File: src/rtl/tmr_pkg.sv
/*
 * Shared constants for the pairable 16/32-bit timer block: register map,
 * control word fields, prescaler limits and bus response codes.
 * Assumes a 32-bit AXI4-Lite slave with byte addressing.
 */
package tmr_pkg;

  // ************************************************************
  // Widths
  // ************************************************************
  localparam int TW        = 16;
  localparam int AW        = 8;
  localparam int DW        = 32;
  localparam int NPAIR     = 2;
  localparam int NTMR      = 4;
  localparam int PSC_W     = 8;

  // ************************************************************
  // Register map (byte addresses)
  // ************************************************************
  localparam logic [AW-1:0] PAIR_STRIDE = 8'h20;
  localparam logic [AW-1:0] OFF_CTL_E   = 8'h00;
  localparam logic [AW-1:0] OFF_CTL_O   = 8'h04;
  localparam logic [AW-1:0] OFF_CNT_L   = 8'h08;
  localparam logic [AW-1:0] OFF_CNT_H   = 8'h0C;
  localparam logic [AW-1:0] OFF_PER_L   = 8'h10;
  localparam logic [AW-1:0] OFF_PER_H   = 8'h14;
  localparam logic [AW-1:0] OFF_STATUS  = 8'h40;
  localparam logic [AW-1:0] PAIR_MASK   = 8'h1F;

  // ************************************************************
  // Control word fields
  // ************************************************************
  localparam int CTL_ON    = 15;
  localparam int CTL_SIDL  = 13;
  localparam int CTL_GATE  = 6;
  localparam int CTL_PS_HI = 5;
  localparam int CTL_PS_LO = 4;
  localparam int CTL_JOIN  = 3;
  localparam int CTL_CS    = 1;

  localparam logic [TW-1:0] CTL_MASK_E = 16'hA07A;
  localparam logic [TW-1:0] CTL_MASK_O = 16'hA072;
  localparam logic [TW-1:0] CTL_RST    = 16'h0000;
  localparam logic [TW-1:0] PER_RST    = 16'hFFFF;
  localparam logic [TW-1:0] CNT_ALL1   = 16'hFFFF;
  localparam logic [TW-1:0] CNT_ZERO   = 16'h0000;

  // ************************************************************
  // Prescaler
  // ************************************************************
  localparam logic [1:0] PS_DIV1   = 2'h0;
  localparam logic [1:0] PS_DIV8   = 2'h1;
  localparam logic [1:0] PS_DIV64  = 2'h2;
  localparam logic [1:0] PS_DIV256 = 2'h3;
  localparam logic [PSC_W-1:0] LIM_DIV1   = 8'h00;
  localparam logic [PSC_W-1:0] LIM_DIV8   = 8'h07;
  localparam logic [PSC_W-1:0] LIM_DIV64  = 8'h3F;
  localparam logic [PSC_W-1:0] LIM_DIV256 = 8'hFF;

  function automatic logic [PSC_W-1:0] psc_limit(input logic [1:0] sel);
    logic [PSC_W-1:0] lim;
    case (sel)
      PS_DIV8:   lim = LIM_DIV8;
      PS_DIV64:  lim = LIM_DIV64;
      PS_DIV256: lim = LIM_DIV256;
      default:   lim = LIM_DIV1;
    endcase
    return lim;
  endfunction

  // ************************************************************
  // Bus
  // ************************************************************
  localparam logic [1:0] RESP_OKAY   = 2'h0;
  localparam logic [1:0] RESP_SLVERR = 2'h2;
  localparam logic [DW-1:0] RD_ZERO  = 32'h0000_0000;

endpackage

File: src/rtl/tmr_pair.sv
/*
 * One timer pair: even and odd 16-bit timers with prescalers, joinable
 * into one 32-bit timer. Control and period words come from the top.
 * Assumes ext_rise and gate are already synchronised to aclk.
 */
`timescale 1ns/1ps
module tmr_pair
  import tmr_pkg::*;
#(
  parameter bit HAS_TRIG = 1'b1
) (
  input  wire logic          aclk,
  input  wire logic          aresetn,
  input  wire logic          idle,
  input  wire logic [TW-1:0] ctrl_even,
  input  wire logic [TW-1:0] ctrl_odd,
  input  wire logic [TW-1:0] per_lo,
  input  wire logic [TW-1:0] per_hi,
  input  wire logic [1:0]    ext_rise,
  input  wire logic [1:0]    gate,
  input  wire logic [1:0]    ctrl_wr,
  input  wire logic [1:0]    cnt_wr,
  input  wire logic [TW-1:0] cnt_wdata,
  output logic      [TW-1:0] cnt_lo,
  output logic      [TW-1:0] cnt_hi,
  output logic      [1:0]    match,
  output logic               adc_trig
);

  // ************************************************************
  // Per-timer clock path
  // ************************************************************
  logic             join_on;
  logic [TW-1:0]    cfg    [2];
  logic [PSC_W-1:0] pres_r [2];
  logic [1:0]       inc;
  logic [1:0]       tick;
  logic [1:0]       pclr;

  assign join_on = ctrl_even[CTL_JOIN];
  assign cfg[0]  = ctrl_even;
  assign cfg[1]  = join_on ? ctrl_even : ctrl_odd;

  for (genvar i = 0; i < 2; i++) begin : g_tmr
    logic sel;
    logic run;
    logic src;
    logic gok;
    logic [PSC_W-1:0] lim;
    assign sel = join_on ? 1'b0 : i[0];
    assign run = cfg[i][CTL_ON]
               & ~(cfg[i][CTL_SIDL] & idle);
    assign src = cfg[i][CTL_CS] ? ext_rise[sel] : 1'b1;
    assign gok = cfg[i][CTL_CS] | ~cfg[i][CTL_GATE]
               | gate[sel];
    assign lim = psc_limit(cfg[i][CTL_PS_HI:CTL_PS_LO]);
    assign inc[i]  = run & src & gok;
    assign tick[i] = inc[i] & (pres_r[i] == lim);
    // Joined mode: only the even word's write touches the shared path
    assign pclr[i] = (join_on ? ctrl_wr[0] : ctrl_wr[i])
                   & cfg[i][CTL_ON];

    always_ff @(posedge aclk) begin
      if (!aresetn) begin
        pres_r[i] <= '0;
      end else if (pclr[i]) begin
        pres_r[i] <= '0;
      end else if (inc[i]) begin
        pres_r[i] <= tick[i] ? '0 : pres_r[i] + 1'b1;
      end
    end
  end

  // ************************************************************
  // Counters
  // ************************************************************
  logic lo_eq;
  logic hi_eq;
  logic full_eq;
  logic m_even;
  logic m_odd;

  assign lo_eq   = (cnt_lo == per_lo);
  assign hi_eq   = (cnt_hi == per_hi);
  assign full_eq = lo_eq & hi_eq;
  assign m_even  = ~join_on & tick[0] & lo_eq;
  assign m_odd   = join_on ? (tick[0] & full_eq)
                           : (tick[1] & hi_eq);

  always_ff @(posedge aclk) begin
    if (!aresetn) begin
      cnt_lo <= CNT_ZERO;
    end else if (cnt_wr[0]) begin
      cnt_lo <= cnt_wdata;
    end else if (tick[0]) begin
      if (join_on ? full_eq : lo_eq) begin
        cnt_lo <= CNT_ZERO;
      end else begin
        cnt_lo <= cnt_lo + 1'b1;
      end
    end
  end

  // Upper word follows the even clock path while joined
  always_ff @(posedge aclk) begin
    if (!aresetn) begin
      cnt_hi <= CNT_ZERO;
    end else if (cnt_wr[1]) begin
      cnt_hi <= cnt_wdata;
    end else if (join_on) begin
      if (tick[0] & full_eq) begin
        cnt_hi <= CNT_ZERO;
      end else if (tick[0] & (cnt_lo == CNT_ALL1)) begin
        cnt_hi <= cnt_hi + 1'b1;
      end
    end else if (tick[1]) begin
      cnt_hi <= hi_eq ? CNT_ZERO : cnt_hi + 1'b1;
    end
  end

  always_ff @(posedge aclk) begin
    if (!aresetn) begin
      match    <= 2'b00;
      adc_trig <= 1'b0;
    end else begin
      match    <= {m_odd, m_even};
      adc_trig <= HAS_TRIG & m_odd;
    end
  end

  // ************************************************************
  // Checks
  // ************************************************************
  run_stop_a: assert property (@(posedge aclk) disable iff (!aresetn)
    !cfg[0][CTL_ON] && !cnt_wr[0] |=> $stable(cnt_lo))
    else $error("even count moved while stopped");
  idle_halt_a: assert property (@(posedge aclk) disable iff (!aresetn)
    idle && cfg[0][CTL_SIDL] && !cnt_wr[0] |=> $stable(cnt_lo))
    else $error("even count moved in idle");
  gate_hold_a: assert property (@(posedge aclk) disable iff (!aresetn)
    !cfg[0][CTL_CS] && cfg[0][CTL_GATE] && !gate[0] && !cnt_wr[0]
    |=> $stable(cnt_lo))
    else $error("even count moved with gate low");
  psc_clear_a: assert property (@(posedge aclk) disable iff (!aresetn)
    ctrl_wr[0] && ctrl_even[CTL_ON] |=> pres_r[0] == '0)
    else $error("prescaler not cleared on control write");
  carry_up_a: assert property (@(posedge aclk) disable iff (!aresetn)
    join_on && tick[0] && cnt_lo == CNT_ALL1 && !full_eq && !cnt_wr[1]
    |=> cnt_hi == $past(cnt_hi) + 1'b1)
    else $error("carry into upper word lost");
  odd_ignored_a: assert property (@(posedge aclk) disable iff (!aresetn)
    join_on && !tick[0] && !cnt_wr[1] |=> $stable(cnt_hi))
    else $error("upper word moved without even tick");
  wrap_zero_a: assert property (@(posedge aclk) disable iff (!aresetn)
    m_odd && !cnt_wr[1] |=> cnt_hi == CNT_ZERO && match[1])
    else $error("no wrap to zero after match");
  join_flag_a: assert property (@(posedge aclk) disable iff (!aresetn)
    $past(join_on) |-> !match[0])
    else $error("even flag raised in joined mode");

endmodule

File: src/rtl/tmr_top.sv
/*
 * Top of the pairable timer block: AXI4-Lite register slave, pin
 * synchronisers, sticky event flags and two timer pairs.
 * Assumes a single clock aclk; timer pins are asynchronous to it and
 * idle comes from logic on aclk.
 */
// Local design decisions: the AXI4-Lite register port and the address map.
// Function
// - Run bit starts or stops the timer
// - Idle-stop bit halts counting in idle
// - Gate bit counts only with gate high, internal clock only
// - Prescale codes divide by 1, 8, 64, 256
// - Join bit bit 3 forms 32-bit timer
// - Clock-source bit selects pin rising edges
// - Odd control ignored while joined
// - Joined uses even clock, odd flag
// - Joined period: odd high, even low
// - Odd count holds upper joined word
// - Control write while running clears prescaler
// - ADC trigger only from first pair odd
// - Joined match on full 32-bit period
// - Each timer runs as timer or counter
// - Unimplemented control bits read zero
// - Second pair join bit behaves alike
`timescale 1ns/1ps
module tmr_top
  import tmr_pkg::*;
(
  input  wire logic            aclk,
  input  wire logic            aresetn,
  input  wire logic [AW-1:0]   s_axi_awaddr,
  input  wire logic            s_axi_awvalid,
  output logic                 s_axi_awready,
  input  wire logic [DW-1:0]   s_axi_wdata,
  input  wire logic [DW/8-1:0] s_axi_wstrb,
  input  wire logic            s_axi_wvalid,
  output logic                 s_axi_wready,
  output logic      [1:0]      s_axi_bresp,
  output logic                 s_axi_bvalid,
  input  wire logic            s_axi_bready,
  input  wire logic [AW-1:0]   s_axi_araddr,
  input  wire logic            s_axi_arvalid,
  output logic                 s_axi_arready,
  output logic      [DW-1:0]   s_axi_rdata,
  output logic      [1:0]      s_axi_rresp,
  output logic                 s_axi_rvalid,
  input  wire logic            s_axi_rready,
  input  wire logic            idle,
  input  wire logic [NTMR-1:0] external_timer_clock_pin,
  input  wire logic [NTMR-1:0] gate_pin,
  output logic      [NTMR-1:0] match_flag,
  output logic                 adc_trig
);

  // ************************************************************
  // Pin synchronisers
  // ************************************************************
  logic [NTMR-1:0] ck_s1_r;
  logic [NTMR-1:0] ck_s2_r;
  logic [NTMR-1:0] ck_s3_r;
  logic [NTMR-1:0] gt_s1_r;
  logic [NTMR-1:0] gt_s2_r;
  logic [NTMR-1:0] ext_rise;

  // First stage feeds only the second stage
  always_ff @(posedge aclk) begin
    if (!aresetn) begin
      ck_s1_r <= '0;
      ck_s2_r <= '0;
      ck_s3_r <= '0;
      gt_s1_r <= '0;
      gt_s2_r <= '0;
    end else begin
      ck_s1_r <= external_timer_clock_pin;
      ck_s2_r <= ck_s1_r;
      ck_s3_r <= ck_s2_r;
      gt_s1_r <= gate_pin;
      gt_s2_r <= gt_s1_r;
    end
  end

  // Pin edges narrower than one aclk period may be missed
  assign ext_rise = ck_s2_r & ~ck_s3_r;

  // ************************************************************
  // AXI4-Lite write channel
  // ************************************************************
  logic            aw_hold_r;
  logic            w_hold_r;
  logic [AW-1:0]   awaddr_r;
  logic [DW-1:0]   wdata_r;
  logic [1:0]      wstrb_r;
  logic            do_wr;
  logic            wr_hit;

  assign s_axi_awready = ~aw_hold_r & ~s_axi_bvalid;
  assign s_axi_wready  = ~w_hold_r & ~s_axi_bvalid;
  assign do_wr         = aw_hold_r & w_hold_r & ~s_axi_bvalid;

  always_ff @(posedge aclk) begin
    if (!aresetn) begin
      aw_hold_r <= 1'b0;
      awaddr_r  <= '0;
    end else if (s_axi_awvalid && s_axi_awready) begin
      aw_hold_r <= 1'b1;
      awaddr_r  <= s_axi_awaddr;
    end else if (do_wr) begin
      aw_hold_r <= 1'b0;
    end
  end

  always_ff @(posedge aclk) begin
    if (!aresetn) begin
      w_hold_r <= 1'b0;
      wdata_r  <= RD_ZERO;
      wstrb_r  <= 2'b00;
    end else if (s_axi_wvalid && s_axi_wready) begin
      w_hold_r <= 1'b1;
      wdata_r  <= s_axi_wdata;
      wstrb_r  <= s_axi_wstrb[1:0];
    end else if (do_wr) begin
      w_hold_r <= 1'b0;
    end
  end

  always_ff @(posedge aclk) begin
    if (!aresetn) begin
      s_axi_bvalid <= 1'b0;
      s_axi_bresp  <= RESP_OKAY;
    end else if (do_wr) begin
      s_axi_bvalid <= 1'b1;
      s_axi_bresp  <= wr_hit ? RESP_OKAY : RESP_SLVERR;
    end else if (s_axi_bready) begin
      s_axi_bvalid <= 1'b0;
    end
  end

  // ************************************************************
  // Address decode
  // ************************************************************
  logic [AW-1:0] wr_off;
  logic          wr_pair;
  logic          wr_inp;
  logic          wr_stat;

  assign wr_off  = awaddr_r & PAIR_MASK;
  assign wr_pair = awaddr_r[AW-3];
  assign wr_inp  = (awaddr_r < OFF_STATUS) && (wr_off <= OFF_PER_H)
                 && (awaddr_r[1:0] == 2'b00);
  assign wr_stat = (awaddr_r == OFF_STATUS);
  assign wr_hit  = wr_inp | wr_stat;

  function automatic logic [TW-1:0] merge(input logic [TW-1:0] old,
                                          input logic [TW-1:0] nw,
                                          input logic [1:0]    strb);
    logic [TW-1:0] res;
    res = old;
    if (strb[0]) begin
      res[7:0] = nw[7:0];
    end
    if (strb[1]) begin
      res[15:8] = nw[15:8];
    end
    return res;
  endfunction

  // ************************************************************
  // Control and period registers
  // ************************************************************
  logic [TW-1:0]   ctl_r [NTMR];
  logic [TW-1:0]   per_r [NTMR];
  logic [TW-1:0]   cnt   [NTMR];
  logic [NTMR-1:0] ctl_wr;
  logic [NTMR-1:0] cnt_wr;

  for (genvar t = 0; t < NTMR; t++) begin : g_reg
    localparam logic [AW-1:0] CTL_OFF = t[0] ? OFF_CTL_O : OFF_CTL_E;
    localparam logic [AW-1:0] CNT_OFF = t[0] ? OFF_CNT_H : OFF_CNT_L;
    localparam logic [AW-1:0] PER_OFF = t[0] ? OFF_PER_H : OFF_PER_L;
    localparam logic [TW-1:0] MASK    = t[0] ? CTL_MASK_O : CTL_MASK_E;
    logic in_pair;
    assign in_pair   = do_wr & wr_inp & (wr_pair == t[1]);
    assign ctl_wr[t] = in_pair & (wr_off == CTL_OFF);
    assign cnt_wr[t] = in_pair & (wr_off == CNT_OFF);

    always_ff @(posedge aclk) begin
      if (!aresetn) begin
        ctl_r[t] <= CTL_RST;
      end else if (ctl_wr[t]) begin
        ctl_r[t] <= merge(ctl_r[t], wdata_r[TW-1:0], wstrb_r)
                  & MASK;
      end
    end

    always_ff @(posedge aclk) begin
      if (!aresetn) begin
        per_r[t] <= PER_RST;
      end else if (in_pair && wr_off == PER_OFF) begin
        per_r[t] <= merge(per_r[t], wdata_r[TW-1:0], wstrb_r);
      end
    end
  end

  // ************************************************************
  // Timer pairs
  // ************************************************************
  logic [NTMR-1:0] match;
  logic [NPAIR-1:0] trig;

  for (genvar p = 0; p < NPAIR; p++) begin : g_pair
    logic [TW-1:0] cnt_wdata;
    assign cnt_wdata = merge(cnt[2*p + (cnt_wr[2*p+1] ? 1 : 0)],
                             wdata_r[TW-1:0], wstrb_r);
    tmr_pair #(
      .HAS_TRIG  (p == 0)
    ) u_pair (
      .aclk      (aclk),
      .aresetn   (aresetn),
      .idle      (idle),
      .ctrl_even (ctl_r[2*p]),
      .ctrl_odd  (ctl_r[2*p+1]),
      .per_lo    (per_r[2*p]),
      .per_hi    (per_r[2*p+1]),
      .ext_rise  (ext_rise[2*p+1:2*p]),
      .gate      (gt_s2_r[2*p+1:2*p]),
      .ctrl_wr   (ctl_wr[2*p+1:2*p]),
      .cnt_wr    (cnt_wr[2*p+1:2*p]),
      .cnt_wdata (cnt_wdata),
      .cnt_lo    (cnt[2*p]),
      .cnt_hi    (cnt[2*p+1]),
      .match     (match[2*p+1:2*p]),
      .adc_trig  (trig[p])
    );
  end

  assign adc_trig = trig[0];

  // ************************************************************
  // Sticky flags, write one to clear
  // ************************************************************
  logic [NTMR-1:0] clr;

  assign clr = (do_wr && wr_stat) ?
               (wdata_r[NTMR-1:0] & {NTMR{wstrb_r[0]}}) : '0;

  // A match in the clearing cycle is kept
  always_ff @(posedge aclk) begin
    if (!aresetn) begin
      match_flag <= '0;
    end else begin
      match_flag <= (match_flag & ~clr) | match;
    end
  end

  // ************************************************************
  // AXI4-Lite read channel
  // ************************************************************
  logic [AW-1:0] rd_off;
  logic          rd_pair;
  logic          rd_inp;
  logic [DW-1:0] rd_val;
  logic          rd_ok;

  assign rd_off  = s_axi_araddr & PAIR_MASK;
  assign rd_pair = s_axi_araddr[AW-3];
  assign rd_inp  = (s_axi_araddr < OFF_STATUS)
                 && (s_axi_araddr[1:0] == 2'b00);

  always_comb begin
    rd_val = RD_ZERO;
    rd_ok  = 1'b1;
    if (s_axi_araddr == OFF_STATUS) begin
      rd_val[NTMR-1:0] = match_flag;
    end else if (!rd_inp) begin
      rd_ok = 1'b0;
    end else begin
      case (rd_off)
        OFF_CTL_E: rd_val[TW-1:0] = ctl_r[2*rd_pair];
        OFF_CTL_O: rd_val[TW-1:0] = ctl_r[2*rd_pair+1];
        OFF_CNT_L: rd_val[TW-1:0] = cnt[2*rd_pair];
        OFF_CNT_H: rd_val[TW-1:0] = cnt[2*rd_pair+1];
        OFF_PER_L: rd_val[TW-1:0] = per_r[2*rd_pair];
        OFF_PER_H: rd_val[TW-1:0] = per_r[2*rd_pair+1];
        default:   rd_ok = 1'b0;
      endcase
    end
  end

  assign s_axi_arready = ~s_axi_rvalid;

  always_ff @(posedge aclk) begin
    if (!aresetn) begin
      s_axi_rvalid <= 1'b0;
      s_axi_rdata  <= RD_ZERO;
      s_axi_rresp  <= RESP_OKAY;
    end else if (s_axi_arvalid && s_axi_arready) begin
      s_axi_rvalid <= 1'b1;
      s_axi_rdata  <= rd_val;
      s_axi_rresp  <= rd_ok ? RESP_OKAY : RESP_SLVERR;
    end else if (s_axi_rready) begin
      s_axi_rvalid <= 1'b0;
    end
  end

  // ************************************************************
  // Checks
  // ************************************************************
  ctl_rsvd_a: assert property (@(posedge aclk) disable iff (!aresetn)
    (ctl_r[0] & ~CTL_MASK_E) == '0
    && (ctl_r[1] & ~CTL_MASK_O) == '0)
    else $error("unimplemented control bit set");
  trig_flag_a: assert property (@(posedge aclk) disable iff (!aresetn)
    adc_trig |-> match[1] ##1 match_flag[1])
    else $error("trigger without odd flag");
  pair2_flag_a: assert property (@(posedge aclk) disable iff (!aresetn)
    ctl_r[2][CTL_JOIN] && $past(ctl_r[2][CTL_JOIN])
    |-> !match[2])
    else $error("second pair even flag in joined mode");
  flag_keep_a: assert property (@(posedge aclk) disable iff (!aresetn)
    match[1] |=> match_flag[1])
    else $error("match event lost");
  ctl_rsvd2_a: assert property (@(posedge aclk)
    disable iff (!aresetn)
    (ctl_r[2] & ~CTL_MASK_E) == '0 && (ctl_r[3] & ~CTL_MASK_O) == '0)
    else $error("unimplemented control bit set in pair one");
  trig_only_a: assert property (@(posedge aclk)
    disable iff (!aresetn)
    match[3] && !match[1] |-> !adc_trig)
    else $error("trigger from second pair");
  // Joined wrap must clear both halves on one tick
  join_wrap_a: assert property (@(posedge aclk)
    disable iff (!aresetn)
    $past(ctl_r[0][CTL_JOIN]) && match[1] && $past(cnt_wr[1:0]) == 2'b00
    |-> cnt[0] == CNT_ZERO && cnt[1] == CNT_ZERO)
    else $error("joined count not zero after match");
  join2_wrap_a: assert property (@(posedge aclk)
    disable iff (!aresetn)
    $past(ctl_r[2][CTL_JOIN]) && match[3] && $past(cnt_wr[3:2]) == 2'b00
    |-> cnt[2] == CNT_ZERO && cnt[3] == CNT_ZERO)
    else $error("second pair joined count not zero after match");
  flag_clear_a: assert property (@(posedge aclk)
    disable iff (!aresetn)
    clr[0] && !match[0] |=> !match_flag[0])
    else $error("flag not cleared by write");

endmodule

File: config.mk
export PLATFORM = sky130hd
export DESIGN_NAME = tmr_top
export DESIGN_NICKNAME = d
export VERILOG_FILES = /design/src/rtl/tmr_pkg.sv /design/src/rtl/tmr_pair.sv /design/src/rtl/tmr_top.sv
export SDC_FILE = /design/constraint.sdc
export NUM_CORES = 1
export LEC_CHECK = 0
export ABC_AREA = 1
export BUFFER_PORTS_ARGS = -buffer_cell sky130_fd_sc_hd__clkbuf_2
export CAP_MARGIN = 5
export CORE_ASPECT_RATIO = 1.2
export CORE_MARGIN = 3
export CORE_UTILIZATION = 62
export DETAILED_ROUTE_END_ITERATION = 16
export PLACE_DENSITY = 0.81
export SLEW_MARGIN = 20
export SYNTH_ARGS = -nofsm -noshare
export SYNTH_HDL_FRONTEND = slang
export SYNTH_HIERARCHICAL = 1
export SYNTH_SLANG_ARGS = --single-unit
File: constraint.sdc
create_clock -name aclk -period 2.6 [get_ports aclk]
set_input_delay 0.52 -clock aclk [delete_from_list [all_inputs] [get_ports aclk]]
set_output_delay 0.52 -clock aclk [all_outputs]
set_load 0.01 [all_outputs]
==> flow_summary_export.csv <==
group,metric,value,unit
sta,rsz0062_at_grt,"no",
logic_synthesis,syn_inst,2587,
status,status,"finished, final reports clean",
floorplanning,start_util,63.69,%
floorplanning,fp.dieW,156.9,um
critical_path,r2r_setup_slack,0.19,ns
sta,fmax,414.3,MHz
sta,worst_pin_slew,0.8279,ns
sta,drv_slew,0,
cells_and_area,final_cell_mix,"nand2_1 (796), nor2_1 (415), inv_1 (336)",
routing,drc,0,
cts,clk_pin_slew,0.07,ns
critical_path,r2r_start,"g_pair[1].u_pair/cnt_lo[1]$_SDFFE_PN0P_",
placed_design,placed_cell_area,17720,um2
floorplanning,die_h,187.1,um
global_routing,gr-max-usage-layer,"met2",
critical_path,arrival,2.88,ns
cells_and_area,nets,2749,
cts,cts_buffers,27,
critical_path,cpPeakStageDelay,0.43,ns
min_path,min_path_type,"in2reg",
cts,h-tree-depth,1,
power,p_leak,8.647,nW
cts,cts_sinks,262,
sta,relSlewSlack,44.23,%
routing,ant_nets,0,
critical_path,worstPathMaxFanout,14,
routing,initialDrtViolationCount,1766,
critical_path,crit_path_end_kind,"flip-flop",
global_routing,use_met3,4.814,%
routing,dr_total_vias,16880,
routing,drt_first_pass_iters,6,
floorplanning,dieArea,29350,um2
sta,skew,0.02141,ns
cts,clockBufferDepth,3,
global_routing,grt_max_degree,95,
critical_path,endpoint,"g_pair[1].u_pair/cnt_hi[2]$_SDFFE_PN0P_",
sta,fin_tns_setup,0,ns
cts,cts_setup_buffers,0,
floorplanning,core_area,26590,um2
cts,clockRootBuffer,"clkbuf_16",
placed_design,dp_hpwl,40730,um
critical_path,setup.worst_path.start_class,"flip-flop",
sta,finalCritPeriodShare,92.83,%
power,powerDensity,505.8,nW/um2
critical_path,cp-startpoint,"g_pair[1].u_pair/cnt_lo[1]$_SDFFE_PN0P_",
routing,routedWlPerCell,17.75,um
critical_path,slowest_stage,"dfxtp_1",
cts,cts_tree,"built",
cells_and_area,areaGrowthSynthToFinish,10.56,%
sta,finalSetupViolations,0,
global_routing,antenna_found_initial,1,
logic_synthesis,syn_area,16940,um2
routing,wl,53790,um
cts,postCtsHoldBufs,0,
global_routing,globalRouteTotalUtil,35.91,%
cells_and_area,nFillCells,2287,
global_routing,gr-usage-met2,57.11,%
global_routing,use_met1,49.17,%
logic_synthesis,synth_area_per_cell,6.547,um2
cells_and_area,drive_gt1_share,11.28,%
sta,min_period,2.413,ns
cts,ctsResizeCount,0,
global_routing,grt-ovfl-total,0,
cts,clk_latency,0.58,ns
placed_design,place.port_buffers,77,
critical_path,r2r-end,"g_pair[1].u_pair/cnt_hi[2]$_SDFFE_PN0P_",
floorplanning,boundaryPins,114,
cells_and_area,fin_area,18730,um2
sta,finalHoldViolCount,0,
floorplanning,rows,65,
critical_path,required,3.06,ns
critical_path,critPathKind,"reg2reg",
global_routing,grt_pass1_wl,83200,um
job,cap_viol_max_count,0,
logic_synthesis,synth_warnings,6,
cells_and_area,final_common_cell,"nand2_1",
critical_path,r2r_cells,12,
routing,drt-vias-per-instance,5.572,
critical_path,crit_top_cell,"nor2_1",
global_routing,grt_pass1_vias,15380,
placed_design,routabilityCongestion,1.009,
power,peakVddDrop,0.5843,mV
critical_path,crit_chain,"ha_1 > nand2_1 > inv_1 > nand3_2 > nor2_4 > nand3_2 > nor2_1 > nand2_1 > nand4_4 > inv_4 > nor2_1 > nor2_1",
==> state kept, by name, summed over array words and instances, names as in the netlist, 2 cells and up <==
name	count
per_r	64
g_pair.u_pair/cnt_hi	32
g_pair.u_pair/cnt_lo	32
g_pair.u_pair/pres_r	32
ctl_r	26
s_axi_rdata	16
wdata_r	16
awaddr_r	8
ck_s1_r	4
ck_s2_r	4
ck_s3_r	4
g_pair.u_pair/match	4
gt_s1_r	4
gt_s2_r	4
match_flag	4
wstrb_r	2
==> how the worst min path moves through the flow <==
stage / cells past startpoint / slack (ns) / end / from
2_1_floorplan: 2 / 0.39 / ck_s2_r[0]$_SDFF_PN0_ / ck_s1_r[0]$_SDFF_PN0_
3_3_place_gp: 2 / 0.40 / gt_s2_r[3]$_SDFF_PN0_ / gt_s1_r[3]$_SDFF_PN0_
3_5_place_dp: 2 / 0.40 / ck_s2_r[0]$_SDFF_PN0_ / ck_s1_r[0]$_SDFF_PN0_
4_1_cts: 3 / 0.12 / ck_s1_r[1]$_SDFF_PN0_ / external_timer_clock_pin[1]
5_1_grt: 3 / 0.15 / ck_s1_r[3]$_SDFF_PN0_ / external_timer_clock_pin[3]
6_report: 3 / 0.13 / ck_s1_r[1]$_SDFF_PN0_ / external_timer_clock_pin[1]
==> routing by layer <==
layer,share of wire (%),up-vias
li1,-,8145
met1,39,7668
met2,45,915
met3,11,154
met4,4.7,0
met5,0,-
==> power by group <==
part | internal [mW] | leakage, nW | switching (mW)
registers | 4.42 | 2.18 | 0.0966
logic | 0.232 | 6.00 | 0.565
clock network | 2.41 | 0.464 | 1.75
==> stage by stage <==
| stage | setup slack (ns) | utilization, % | std cells | hold slack (ns) | power [mW] |
|---|---|---|---|---|---|
| after floorplan | 0.3880 | - | 2604 | 0.3905 | 5.104 |
| after global placement | 0.2174 | 66.62 | 2971 | 0.3950 | 5.350 |
| after detailed placement | 0.1648 | 66.62 | 2971 | 0.4009 | 5.379 |
| after CTS | 0.1460 | 70.18 | 3021 | 0.1232 | 9.467 |
| after global routing | 0.06673 | 70.40 | 3029 | 0.1486 | 9.734 |
| final | 0.1865 | 70.41 | 3030 | 0.1269 | 9.472 |
==> critical path, delay by kind of cell (launching register included) <==
family / cells / cell delay [ns]
buf+inv: 2 / 0.31
flops: 1 / 0.43
simple gates: 9 / 1.34
fa+ha+maj: 1 / 0.20
==> cell type report <==
type                            instances  area, um2  area share, %
Clock inverter                         14      172.7         0.9221
Antenna cell                            1      2.502        0.01336
Clock buffer                           36      772.0          4.123
Tap cell                              335      419.2          2.238
Sequential cell                       262       6466          34.53
Timing Repair Buffer                  150      985.9          5.265
Multi-Input combinational cell       1861       8509          45.44
Inverter                              371       1398          7.464
Power figures use the tool's default switching activity.
